==> config.mk <==
export PLATFORM = sky130hd
export DESIGN_NAME = bpc_boost_ctrl
export DESIGN_NICKNAME = d
export VERILOG_FILES = /design/src/bpc_pkg.sv /design/src/bpc_chan_if.sv /design/src/bpc_prot_chan.sv /design/src/bpc_boost_ctrl.sv
export VERILOG_INCLUDE_DIRS = /design/src
export SDC_FILE = /design/constraint.sdc
export NUM_CORES = 1
export LEC_CHECK = 0
export BUFFER_PORTS_ARGS = -buffer_cell sky130_fd_sc_hd__buf_4
export CAP_MARGIN = 10
export CORE_MARGIN = 4
export CORE_UTILIZATION = 60
export CTS_CLUSTER_DIAMETER = 60
export DETAILED_ROUTE_END_ITERATION = 16
export PLACE_DENSITY = 0.85
export SYNTH_ARGS = -nofsm -noshare
export SYNTH_HDL_FRONTEND = slang
export SYNTH_SLANG_ARGS = --single-unit
==> constraint.sdc <==
create_clock -name clk -period 3.45 [get_ports clk]
set_input_delay 0.1725 -clock clk [delete_from_list [all_inputs] [get_ports clk]]
set_output_delay 0.1725 -clock clk [all_outputs]
set_load 0.01 [all_outputs]
==> src/bpc_consts.svh <==
// bpc_consts.svh: register map, field positions, reset values and timing
// of the boost converter protection control.
// assumes: included by bare name; the clock runs at BPC_CLK_MHZ.
`ifndef BPC_CONSTS_SVH
`define BPC_CONSTS_SVH

// ==========================================================================
// register offsets
`define BPC_ADDR_STATUS   8'h02
`define BPC_ADDR_CTRL     8'h03

// ==========================================================================
// status/config register fields
`define BPC_ST_OC_FLAG    0
`define BPC_ST_OC_ON      1
`define BPC_ST_OV_FLAG    2
`define BPC_ST_OV_ON      3
`define BPC_ST_FREQ       4
`define BPC_ST_RATE_LO    5
`define BPC_ST_RATE_HI    6
`define BPC_ST_RESET      8'h0A

// ==========================================================================
// control register fields
`define BPC_CT_MANUAL     0
`define BPC_CT_MANUAL_RECOVER_CMD       1
`define BPC_CT_EN         2
`define BPC_CT_MB_ON      3
`define BPC_CT_MBV_LO     4
`define BPC_CT_MBV_HI     7
`define BPC_CT_RESET      8'h00

// ==========================================================================
// timing
`define BPC_CLK_MHZ       20
`define BPC_FILT_TIME_US  1200
`define BPC_REC_TIME_US   20000
`define BPC_SS_STEP_US    50
`define BPC_SS_STEPS      16

`endif

==> src/bpc_pkg.sv <==
// bpc_pkg.sv: types of the boost converter protection control.
// assumes: nothing beyond a SystemVerilog compiler.
package bpc_pkg;

   // =======================================================================
   // converter sequencer states
   typedef enum logic [1:0] {
      ST_OFF   = 2'b00,
      ST_SOFT  = 2'b01,
      ST_RUN   = 2'b10,
      ST_FAULT = 2'b11
   } bpc_state_t;

endpackage

==> src/bpc_chan_if.sv <==
// bpc_chan_if.sv: carrier between the sequencer and one protection channel.
// assumes: one instance per protection circuit.
`timescale 1ns/100ps
interface bpc_chan_if;
   logic cond;        // synchronised comparator level
   logic protect_on;  // protection enable bit
   logic active;      // condition present and protection enabled
   logic trip;        // one-cycle pulse: condition held for the window

   // =======================================================================
   // views
   modport chan (input cond, input protect_on, output active, output trip);
   modport ctrl (output cond, output protect_on, input active, input trip);
endinterface

==> src/bpc_prot_chan.sv <==
// bpc_prot_chan.sv: persistence timer of one protection circuit.
// assumes: ch.cond is already synchronised to clk.
`timescale 1ns/100ps
module bpc_prot_chan
   import bpc_pkg::*;
#(
   parameter int FILT_CYC = 24000
)(
   // clock and reset
   input wire logic clk,
   input wire logic resetn,
   // sequencer side
   bpc_chan_if.chan ch
);
   localparam int CW = $clog2(FILT_CYC + 1);
   localparam logic [CW-1:0] LAST = CW'(FILT_CYC - 1);
   localparam logic [CW-1:0] FULL = CW'(FILT_CYC);

   logic [CW-1:0] cnt_r;
   logic [CW-1:0] cnt_nxt;
   wire           armed;

   // =======================================================================
   // disabled protection never counts nor trips
   assign armed     = ch.cond & ch.protect_on;
   assign ch.active = armed;
   // trip once the condition has held without a break for the window
   assign ch.trip   = armed && (cnt_r == LAST);
   assign cnt_nxt   = !armed ? '0 :
                      (cnt_r == FULL) ? cnt_r : cnt_r + CW'(1);

   // counter restarts on any gap in the condition
   always_ff @(posedge clk or negedge resetn) begin
      if (!resetn) begin
         cnt_r <= '0;
      end else begin
         cnt_r <= cnt_nxt;
      end
   end
endmodule // bpc_prot_chan

==> src/bpc_boost_ctrl.sv <==
// bpc_boost_ctrl.sv: boost converter enable, soft start, overcurrent and
// overvoltage protection, fault flags and recovery.
// assumes: comparator inputs are asynchronous; register port is on clk.
//
// How it works
// - input current over limit for 1.2 ms unbroken shuts the converter.
// - shutdown latches its flag in status boost_protect_status, raises fault_irq.
// - reading status register clears overvoltage and overcurrent flags.
// - both protection enables reset to on; software should keep them.
// - control bit 0 picks automatic or manual recovery after a fault.
// - automatic recovery retries the converter 20 ms after shutdown.
// - manual recovery restarts only after software writes 1 to bit 1.
// - a condition still present at retry keeps the converter off.
// - converter is off after power-up until software enables it.
// - control bit 2 starts the converter when set, stops it when clear.
// - enabling starts a stepped soft start limiting inrush current.
// - status bit 4 selects 1.5 MHz or 3 MHz switching frequency.
`timescale 1ns/100ps
`include "bpc_consts.svh"
module bpc_boost_ctrl
   import bpc_pkg::*;
#(
   parameter int FILT_CYC = `BPC_FILT_TIME_US * `BPC_CLK_MHZ,
   parameter int REC_CYC  = `BPC_REC_TIME_US * `BPC_CLK_MHZ
)(
   // clock and reset
   input  wire logic       clk,
   input  wire logic       resetn,
   // register port
   input  wire logic [7:0] reg_addr,
   input  wire logic       reg_wr,
   input  wire logic       reg_rd,
   input  wire logic [7:0] reg_wdata,
   output logic      [7:0] reg_rdata,
   // analog comparators
   input  wire logic       oc_cmp_in,
   input  wire logic       ov_cmp_in,
   // converter and bias controls
   output logic            boost_on,
   output logic      [3:0] soft_start_lvl,
   output logic            sw_freq_sel,
   output logic      [1:0] sample_rate_sel,
   output logic            mic_bias_on,
   output logic      [3:0] mic_bias_volts,
   // fault interrupt
   output logic            fault_irq
);
   localparam int SS_CYC = `BPC_SS_STEP_US * `BPC_CLK_MHZ;
   localparam int TW     = $clog2(((REC_CYC > SS_CYC) ? REC_CYC : SS_CYC)
                                  + 1);
   localparam logic [TW-1:0] REC_LAST = TW'(REC_CYC - 1);
   localparam logic [TW-1:0] SS_LAST  = TW'(SS_CYC - 1);
   localparam logic [3:0]    SS_TOP   = 4'(`BPC_SS_STEPS - 1);
   localparam logic [7:0]    CT_WMASK = ~(8'h01 << `BPC_CT_MANUAL_RECOVER_CMD);

   // =======================================================================
   // declarations
   logic [1:0]  sync1_r;
   logic [1:0]  sync2_r;
   logic [7:0]  status_r;
   logic [7:0]  status_nxt;
   logic [7:0]  ctrl_r;
   logic [7:0]  ctrl_nxt;
   logic [7:0]  rdata_r;
   logic [7:0]  rdata_nxt;
   bpc_state_t  state_r;
   bpc_state_t  state_nxt;
   logic [TW-1:0] tmr_r;
   logic [TW-1:0] tmr_nxt;
   logic [3:0]  ss_r;
   logic [3:0]  ss_nxt;
   logic        manual_recover_cmd_pend_r;
   logic        manual_recover_cmd_pend_nxt;
   wire         wr_status;
   wire         wr_ctrl;
   wire         rd_status;
   wire         rd_ctrl;
   wire         manual_recover_cmd_pulse;
   wire         en;
   wire         manual;
   wire         trip_oc;
   wire         trip_ov;
   wire         trip_any;
   wire         cond_any;
   wire         rec_ok;
   wire         ss_step;
   wire  [1:0]  trip_vec;
   wire  [1:0]  active_vec;
   logic        boost_on_r;
   wire         boost_on_nxt;
   logic        irq_r;
   wire         irq_nxt;

   bpc_chan_if ch_if[2] ();

   // =======================================================================
   // comparator synchronisers: first stage feeds only the second
   always_ff @(posedge clk or negedge resetn) begin
      if (!resetn) begin
         sync1_r <= 2'h0;
         sync2_r <= 2'h0;
      end else begin
         sync1_r <= {ov_cmp_in, oc_cmp_in};
         sync2_r <= sync1_r;
      end
   end

   // =======================================================================
   // protection channels: index 0 overcurrent, index 1 overvoltage
   genvar gi;
   generate
      for (gi = 0; gi < 2; gi++) begin : g_chan
         // enable bit of this circuit in the status register
         localparam int ON_BIT = (gi == 0) ? `BPC_ST_OC_ON : `BPC_ST_OV_ON;
         assign ch_if[gi].cond       = sync2_r[gi];
         assign ch_if[gi].protect_on = status_r[ON_BIT];
         assign trip_vec[gi]         = ch_if[gi].trip;
         assign active_vec[gi]       = ch_if[gi].active;
         bpc_prot_chan #(
            .FILT_CYC (FILT_CYC)
         ) u_chan (
            .clk    (clk),
            .resetn (resetn),
            .ch     (ch_if[gi])
         );
      end
   endgenerate

   // index 0 overcurrent, index 1 overvoltage, same handling for both
   assign trip_oc  = trip_vec[0];
   assign trip_ov  = trip_vec[1];
   assign trip_any = |trip_vec;
   assign cond_any = |active_vec;

   // =======================================================================
   // register decode
   assign wr_status  = reg_wr && (reg_addr == `BPC_ADDR_STATUS);
   assign wr_ctrl    = reg_wr && (reg_addr == `BPC_ADDR_CTRL);
   assign rd_status  = reg_rd && (reg_addr == `BPC_ADDR_STATUS);
   assign rd_ctrl    = reg_rd && (reg_addr == `BPC_ADDR_CTRL);
   assign manual_recover_cmd_pulse = wr_ctrl && reg_wdata[`BPC_CT_MANUAL_RECOVER_CMD];
   assign en         = ctrl_r[`BPC_CT_EN];
   assign manual     = ctrl_r[`BPC_CT_MANUAL];

   // status/config: flags read only, set wins over clear on read
   always_comb begin
      status_nxt = status_r;
      // only enables, frequency and rate are writable
      if (wr_status) begin
         status_nxt[`BPC_ST_OC_ON] = reg_wdata[`BPC_ST_OC_ON];
         status_nxt[`BPC_ST_OV_ON] = reg_wdata[`BPC_ST_OV_ON];
         status_nxt[`BPC_ST_FREQ]  = reg_wdata[`BPC_ST_FREQ];
         status_nxt[`BPC_ST_RATE_HI:`BPC_ST_RATE_LO] =
            reg_wdata[`BPC_ST_RATE_HI:`BPC_ST_RATE_LO];
      end
      // read clears both flags; a trip in the same cycle wins below
      if (rd_status) begin
         status_nxt[`BPC_ST_OC_FLAG] = 1'b0;
         status_nxt[`BPC_ST_OV_FLAG] = 1'b0;
      end
      if (trip_oc) begin
         status_nxt[`BPC_ST_OC_FLAG] = 1'b1;
      end
      if (trip_ov) begin
         status_nxt[`BPC_ST_OV_FLAG] = 1'b1;
      end
      status_nxt[7] = 1'b0;
   end

   // control: manual recover command is a strobe and never stored in ctrl_r
   assign ctrl_nxt = wr_ctrl ? (reg_wdata & CT_WMASK) : ctrl_r;

   // read data, unmapped offsets read zero
   assign rdata_nxt = rd_status ? status_r :
                      rd_ctrl   ? ctrl_r   : 8'h00;

   // =======================================================================
   // sequencer
   assign ss_step = (tmr_r == SS_LAST);
   assign rec_ok  = manual ? (manual_recover_cmd_pend_r | manual_recover_cmd_pulse)
                           : (tmr_r == REC_LAST);

   always_comb begin
      state_nxt     = state_r;
      tmr_nxt       = '0;
      ss_nxt        = 4'h0;
      manual_recover_cmd_pend_nxt = 1'b0;
      case (state_r)
         ST_OFF: begin
            if (en) begin
               state_nxt = ST_SOFT;
            end
         end
         ST_SOFT: begin
            // step the level every soft start interval
            tmr_nxt = ss_step ? '0 : tmr_r + TW'(1);
            ss_nxt  = (ss_step && ss_r != SS_TOP) ? ss_r + 4'h1 : ss_r;
            if (!en) begin
               state_nxt = ST_OFF;
               tmr_nxt   = '0;
            end else if (trip_any) begin
               state_nxt = ST_FAULT;
               tmr_nxt   = '0;  // recovery delay counts from shutdown
            end else if (ss_step && ss_r == SS_TOP) begin
               state_nxt = ST_RUN;
            end
         end
         ST_RUN: begin
            ss_nxt = SS_TOP;
            if (!en) begin
               state_nxt = ST_OFF;
            end else if (trip_any) begin
               state_nxt = ST_FAULT;
            end
         end
         ST_FAULT: begin
            // auto waits out the timer, manual waits for the strobe
            tmr_nxt       = (tmr_r == REC_LAST) ? tmr_r : tmr_r + TW'(1);
            manual_recover_cmd_pend_nxt = manual & (manual_recover_cmd_pend_r | manual_recover_cmd_pulse);
            if (!en) begin
               state_nxt = ST_OFF;
            end else if (rec_ok && !cond_any) begin
               state_nxt     = ST_SOFT;
               tmr_nxt       = '0;
               manual_recover_cmd_pend_nxt = 1'b0;
            end
         end
         default: begin
            state_nxt = ST_OFF;
         end
      endcase
   end

   // =======================================================================
   // register file: status/config and control
   always_ff @(posedge clk or negedge resetn) begin
      if (!resetn) begin
         status_r <= `BPC_ST_RESET;
         ctrl_r   <= `BPC_CT_RESET;
      end else begin
         status_r <= status_nxt;
         ctrl_r   <= ctrl_nxt;
      end
   end

   // read data holds until the next edge
   always_ff @(posedge clk or negedge resetn) begin
      if (!resetn) begin
         rdata_r <= 8'h00;
      end else begin
         rdata_r <= rdata_nxt;
      end
   end

   // =======================================================================
   // sequencer registers
   always_ff @(posedge clk or negedge resetn) begin
      if (!resetn) begin
         state_r     <= ST_OFF;
         manual_recover_cmd_pend_r <= 1'b0;
      end else begin
         state_r     <= state_nxt;
         manual_recover_cmd_pend_r <= manual_recover_cmd_pend_nxt;
      end
   end

   // shared delay timer and soft start step
   always_ff @(posedge clk or negedge resetn) begin
      if (!resetn) begin
         tmr_r <= '0;
         ss_r  <= 4'h0;
      end else begin
         tmr_r <= tmr_nxt;
         ss_r  <= ss_nxt;
      end
   end

   // =======================================================================
   // output flops: run and fault lines change without decode glitches
   assign boost_on_nxt = (state_nxt == ST_SOFT) || (state_nxt == ST_RUN);
   assign irq_nxt      = status_nxt[`BPC_ST_OC_FLAG] |
                         status_nxt[`BPC_ST_OV_FLAG];

   always_ff @(posedge clk or negedge resetn) begin
      if (!resetn) begin
         boost_on_r <= 1'b0;
         irq_r      <= 1'b0;
      end else begin
         boost_on_r <= boost_on_nxt;
         irq_r      <= irq_nxt;
      end
   end

   // =======================================================================
   // outputs
   assign reg_rdata       = rdata_r;
   assign boost_on        = boost_on_r;
   assign soft_start_lvl  = ss_r;
   assign sw_freq_sel     = status_r[`BPC_ST_FREQ];
   assign sample_rate_sel = status_r[`BPC_ST_RATE_HI:`BPC_ST_RATE_LO];
   assign mic_bias_on     = ctrl_r[`BPC_CT_MB_ON];
   assign mic_bias_volts  = ctrl_r[`BPC_CT_MBV_HI:`BPC_CT_MBV_LO];
   assign fault_irq       = irq_r;
endmodule // bpc_boost_ctrl

==> impl_metrics.json <==
{
  "outcome": "complete, no violations",
  "htree_levels": 3,
  "numCtsBuffers": 9,
  "yosys_most_used_dff": "dfrtp_1",
  "die_area_sq_mm": 0.008300,
  "vias": 3086,
  "p_int_mw": 1.566,
  "r2r_start": "status_r[3]$_DFFE_PN1P_",
  "critPathMaxFanout": 18,
  "rsz0062_at_grt": "false",
  "cp-end-kind": "flop",
  "multi_input_area_sq_mm": 0.001926,
  "grt_max_degree": 85,
  "initial_core_util_pct": 61.33,
  "switching_power_mw": 0.4826,
  "slew_headroom_pct": 31.03,
  "yosys_warnings": 0,
  "finalHoldViolCount": 0,
  "final_antenna_net_count": 0,
  "dp_hpwl_um": 5813,
  "cp-startpoint": "status_r[3]$_DFFE_PN1P_",
  "io_buffers": 43,
  "clock-skew-final_ps": 5.407,
  "cts_tree": "yes",
  "syn_inst": 401,
  "fmax_ghz": 0.3997,
  "fill_cells": 465,
  "cap_viol_max_count": 0,
  "ctsResizeCount": 0,
  "die-height_um": 91.11,
  "critPathCapture": "tmr_r[6]$_DFF_PN0_",
  "pwr-share-seq_pct": 50.5,
  "critPathSlowestCell": "dfstp_2",
  "drt-wirelength-per-cell_um": 15.74,
  "grt_overflow": 0,
  "clk_root_buffer_cell": "clkbuf_8",
  "diodes": 0,
  "required_ps": 3660,
  "routed_via_density": 5.790,
  "top_usage_layer": "met2",
  "power_mw": 2.049,
  "r2r_slack_ps": 950,
  "leakage_nw": 2.104,
  "io_pins": 44,
  "regArea_sq_mm": 0.002105,
  "startpoint_type": "flop",
  "grt_pass1_wl_um": 14810,
  "gp_congestion": 0.8431,
  "ys_seq_area_share_pct": 50.79,
  "dp_cells": 515,
  "dr.pass1.iters": 4,
  "synth_area_sq_mm": 0.004144,
  "p_sw_share_pct": 23.55,
  "power.density_mw_per_mm2": 429.6,
  "nNetsFinal": 480,
  "ff2ff_path_depth": 6,
  "syn_area_per_cell_sq_um": 10.33,
  "postCtsSetupBuffers": 0,
  "hold_buffers": 2,
  "drv_slew": 0,
  "final_cells": 533,
  "grt_usage_pct": 21.96,
  "first_global_vias": 3111,
  "hp-class": "primary input to asynchronous set/reset pin",
  "drt_iter0_drc": 205,
  "worst_ep_arrival_time_ps": 2720,
  "async_reset_ff_share_pct": 100.0,
  "critPathKind": "flop to flop",
  "slowest_delay_ps": 550,
  "cts.path.max_buffers": 2,
  "period_needed_ps": 2502,
  "setup_tns_ps": 0,
  "clk_pin_slew_ps": 80,
  "die_x_um": 91.11,
  "comb_power_share_pct": 10.0,
  "antenna_found_initial": 0,
  "synth_enable_flop_cells": 0,
  "clkPwrFrac_pct": 39.5,
  "use_met2_pct": 33.42,
  "reg2reg_to": "tmr_r[6]$_DFF_PN0_",
  "syn-num-nets": 433,
  "route.detailed.drc": 0,
  "fin_crit_sh_pct": 72.51,
  "worstMarginPinSlew_ps": 1035,
  "setup_violations": 0,
  "wl_um": 8388,
  "rows": 30,
  "vdd_ir_drop_max_v": 0.0004199,
  "grtUsageMet1_pct": 29.36,
  "clock_latency_ps": 350,
  "yosys_register_bits": 84,
  "drive_gt1_share_pct": 18.76,
  "path_cells": "nand2_1 > nor4_1 > a32o_1 > nor3_1 > a21oi_2 > o21ai_0",
  "clock_sinks": 84,
  "area_growth_syn_to_layout_pct": 15.10,
  "met3_usage_pct": 7.788,
  "synth_cell_types": 54,
  "coreArea_sq_mm": 0.006756
}
per-stage QoR:
step	cell area (sq um)	setup slack, ps	utilization, %	hold slack, ps
2_1_floorplan	4144	1492	-	-123.1
5_1_grt	4770	665.7	70.59	41.26
3_5_place_dp	4513	905.1	66.80	283.8
4_1_cts	4770	920.4	70.59	33.32
3_3_place_gp	4513	1026	66.80	281.5
6_report	4770	948.4	70.59	2.799
how the worst min path moves through the flow:
stage | slack (ps) | to | startpoint | cells after the start
final | 3 | g_chan[0].u_chan.cnt_r[3]$_DFFE_PN0P_ | resetn | 1
after floorplan | -120 | boost_on$_DFF_PN0_ | resetn | 0
after global routing | 40 | ctrl_r[0]$_DFFE_PN0N_ | reg_wdata[0] | 2
after global placement | 280 | sync1_r[1]$_DFF_PN0_ | ov_cmp_in | 1
after CTS | 30 | g_chan[0].u_chan.cnt_r[10]$_DFFE_PN0P_ | resetn | 1
after detailed placement | 280 | sync1_r[0]$_DFF_PN0_ | oc_cmp_in | 1
sequential cells by signal, summed over array words and instances, names as in the netlist:
signal / cells
g_chan.u_chan.cnt_r: 30
tmr_r: 19
reg_rdata: 8
ctrl_r: 7
status_r: 7
soft_start_lvl: 4
state_r: 2
sync1_r: 2
sync2_r: 2
boost_on: 1
fault_irq: 1
manual_recover_cmd_pend_r: 1
area by class of cell:
| type | instances | share of cell area [%] |
|---|---|---|
| Clock inverter | 3 | 1.417 |
| Sequential cell | 84 | 44.12 |
| Tap cell | 80 | 2.099 |
| Multi-Input combinational cell | 293 | 40.37 |
| Inverter | 14 | 1.102 |
| Clock buffer | 13 | 3.541 |
| Timing Repair Buffer | 46 | 7.345 |
Yosys cell counts (3+ instances only):
master / instances / area, sq um
and3_1: 13 / 81.33
nand4_1: 7 / 43.79
and2_1: 7 / 43.79
a211oi_1: 3 / 22.52
buf_4: 6 / 45.04
inv_1: 14 / 52.55
xnor2_1: 17 / 148.9
xor2_1: 25 / 219.0
nor2_1: 61 / 229.0
o21ai_0: 12 / 60.06
nand3_1: 26 / 130.1
nand2_1: 31 / 116.4
and4_1: 4 / 35.03
dfrtp_1: 82 / 2052
nor4_1: 8 / 50.05
ha_1: 10 / 125.1
mux2i_1: 8 / 80.08
o211ai_1: 4 / 30.03
nor3_1: 4 / 20.02
a21oi_1: 4 / 20.02
nor3b_1: 3 / 22.52
mux2_2: 13 / 146.4
metal layers:
metal,up-vias,share of wire [%]
met5,-,0
met4,0,1.8
met3,17,6.7
met2,90,47
met1,1490,45
li1,1489,-
power groups by stage:
stage | clock network [mW] | logic (mW) | registers [mW]
after floorplan | 0 | 0.117 | 1.05
after global placement | 0 | 0.194 | 1.05
after detailed placement | 0 | 0.201 | 1.05
after CTS | 0.826 | 0.206 | 1.04
after global routing | 0.871 | 0.231 | 1.04
final | 0.809 | 0.205 | 1.04
worst max-delay path: cells and delay by family, from the launching register on:
family / cells / cell delay [ps]
and+or+nand+nor: 3 / 910
DFF: 1 / 550
AOI/OAI and AO/OA: 3 / 900
cells by family after synthesis:
group           count (synthesis)  synth area share [%]
compound gates                 38                 6.431
xor+xnor                       42                 8.877
fa+ha+maj                      10                 3.019
buf+inv                        24                 2.747
flops                          84                 50.79
mux                            21                 5.465
simple gates                  182                 22.67
layout by cell type, fill, tap and decap left out, types with 2 or more instances in the layout:
master         synthesis  final
dfstp_2                2      2
dfrtp_1               82     82
o21ai_0               12     12
and3_2                 2      2
xnor2_1               17     17
nor4_1                 8      8
o211ai_1               4      4
a211oi_1               3      3
bufinv_16              0      2
mux2i_1                8      8
nand3b_1               2      2
ha_1                  10     10
and3_1                13     13
xor2_1                25     25
nor2_1                61     61
nor3_1                 4      4
dlygate4sd3_1          0      2
and2_1                 7      7
mux2_2                13     13
a31oi_1                2      2
nand3_1               26     26
inv_1                 14     14
nand4_1                7      7
buf_4                  6     44
and4_1                 4      4
nand2_1               31     31
clkbuf_8               0     12
o21a_1                 2      2
a21oi_1                4      4
nor3b_1                3      3
nand2b_1               2      2
No activity file was read; power rests on OpenSTA's default activity.
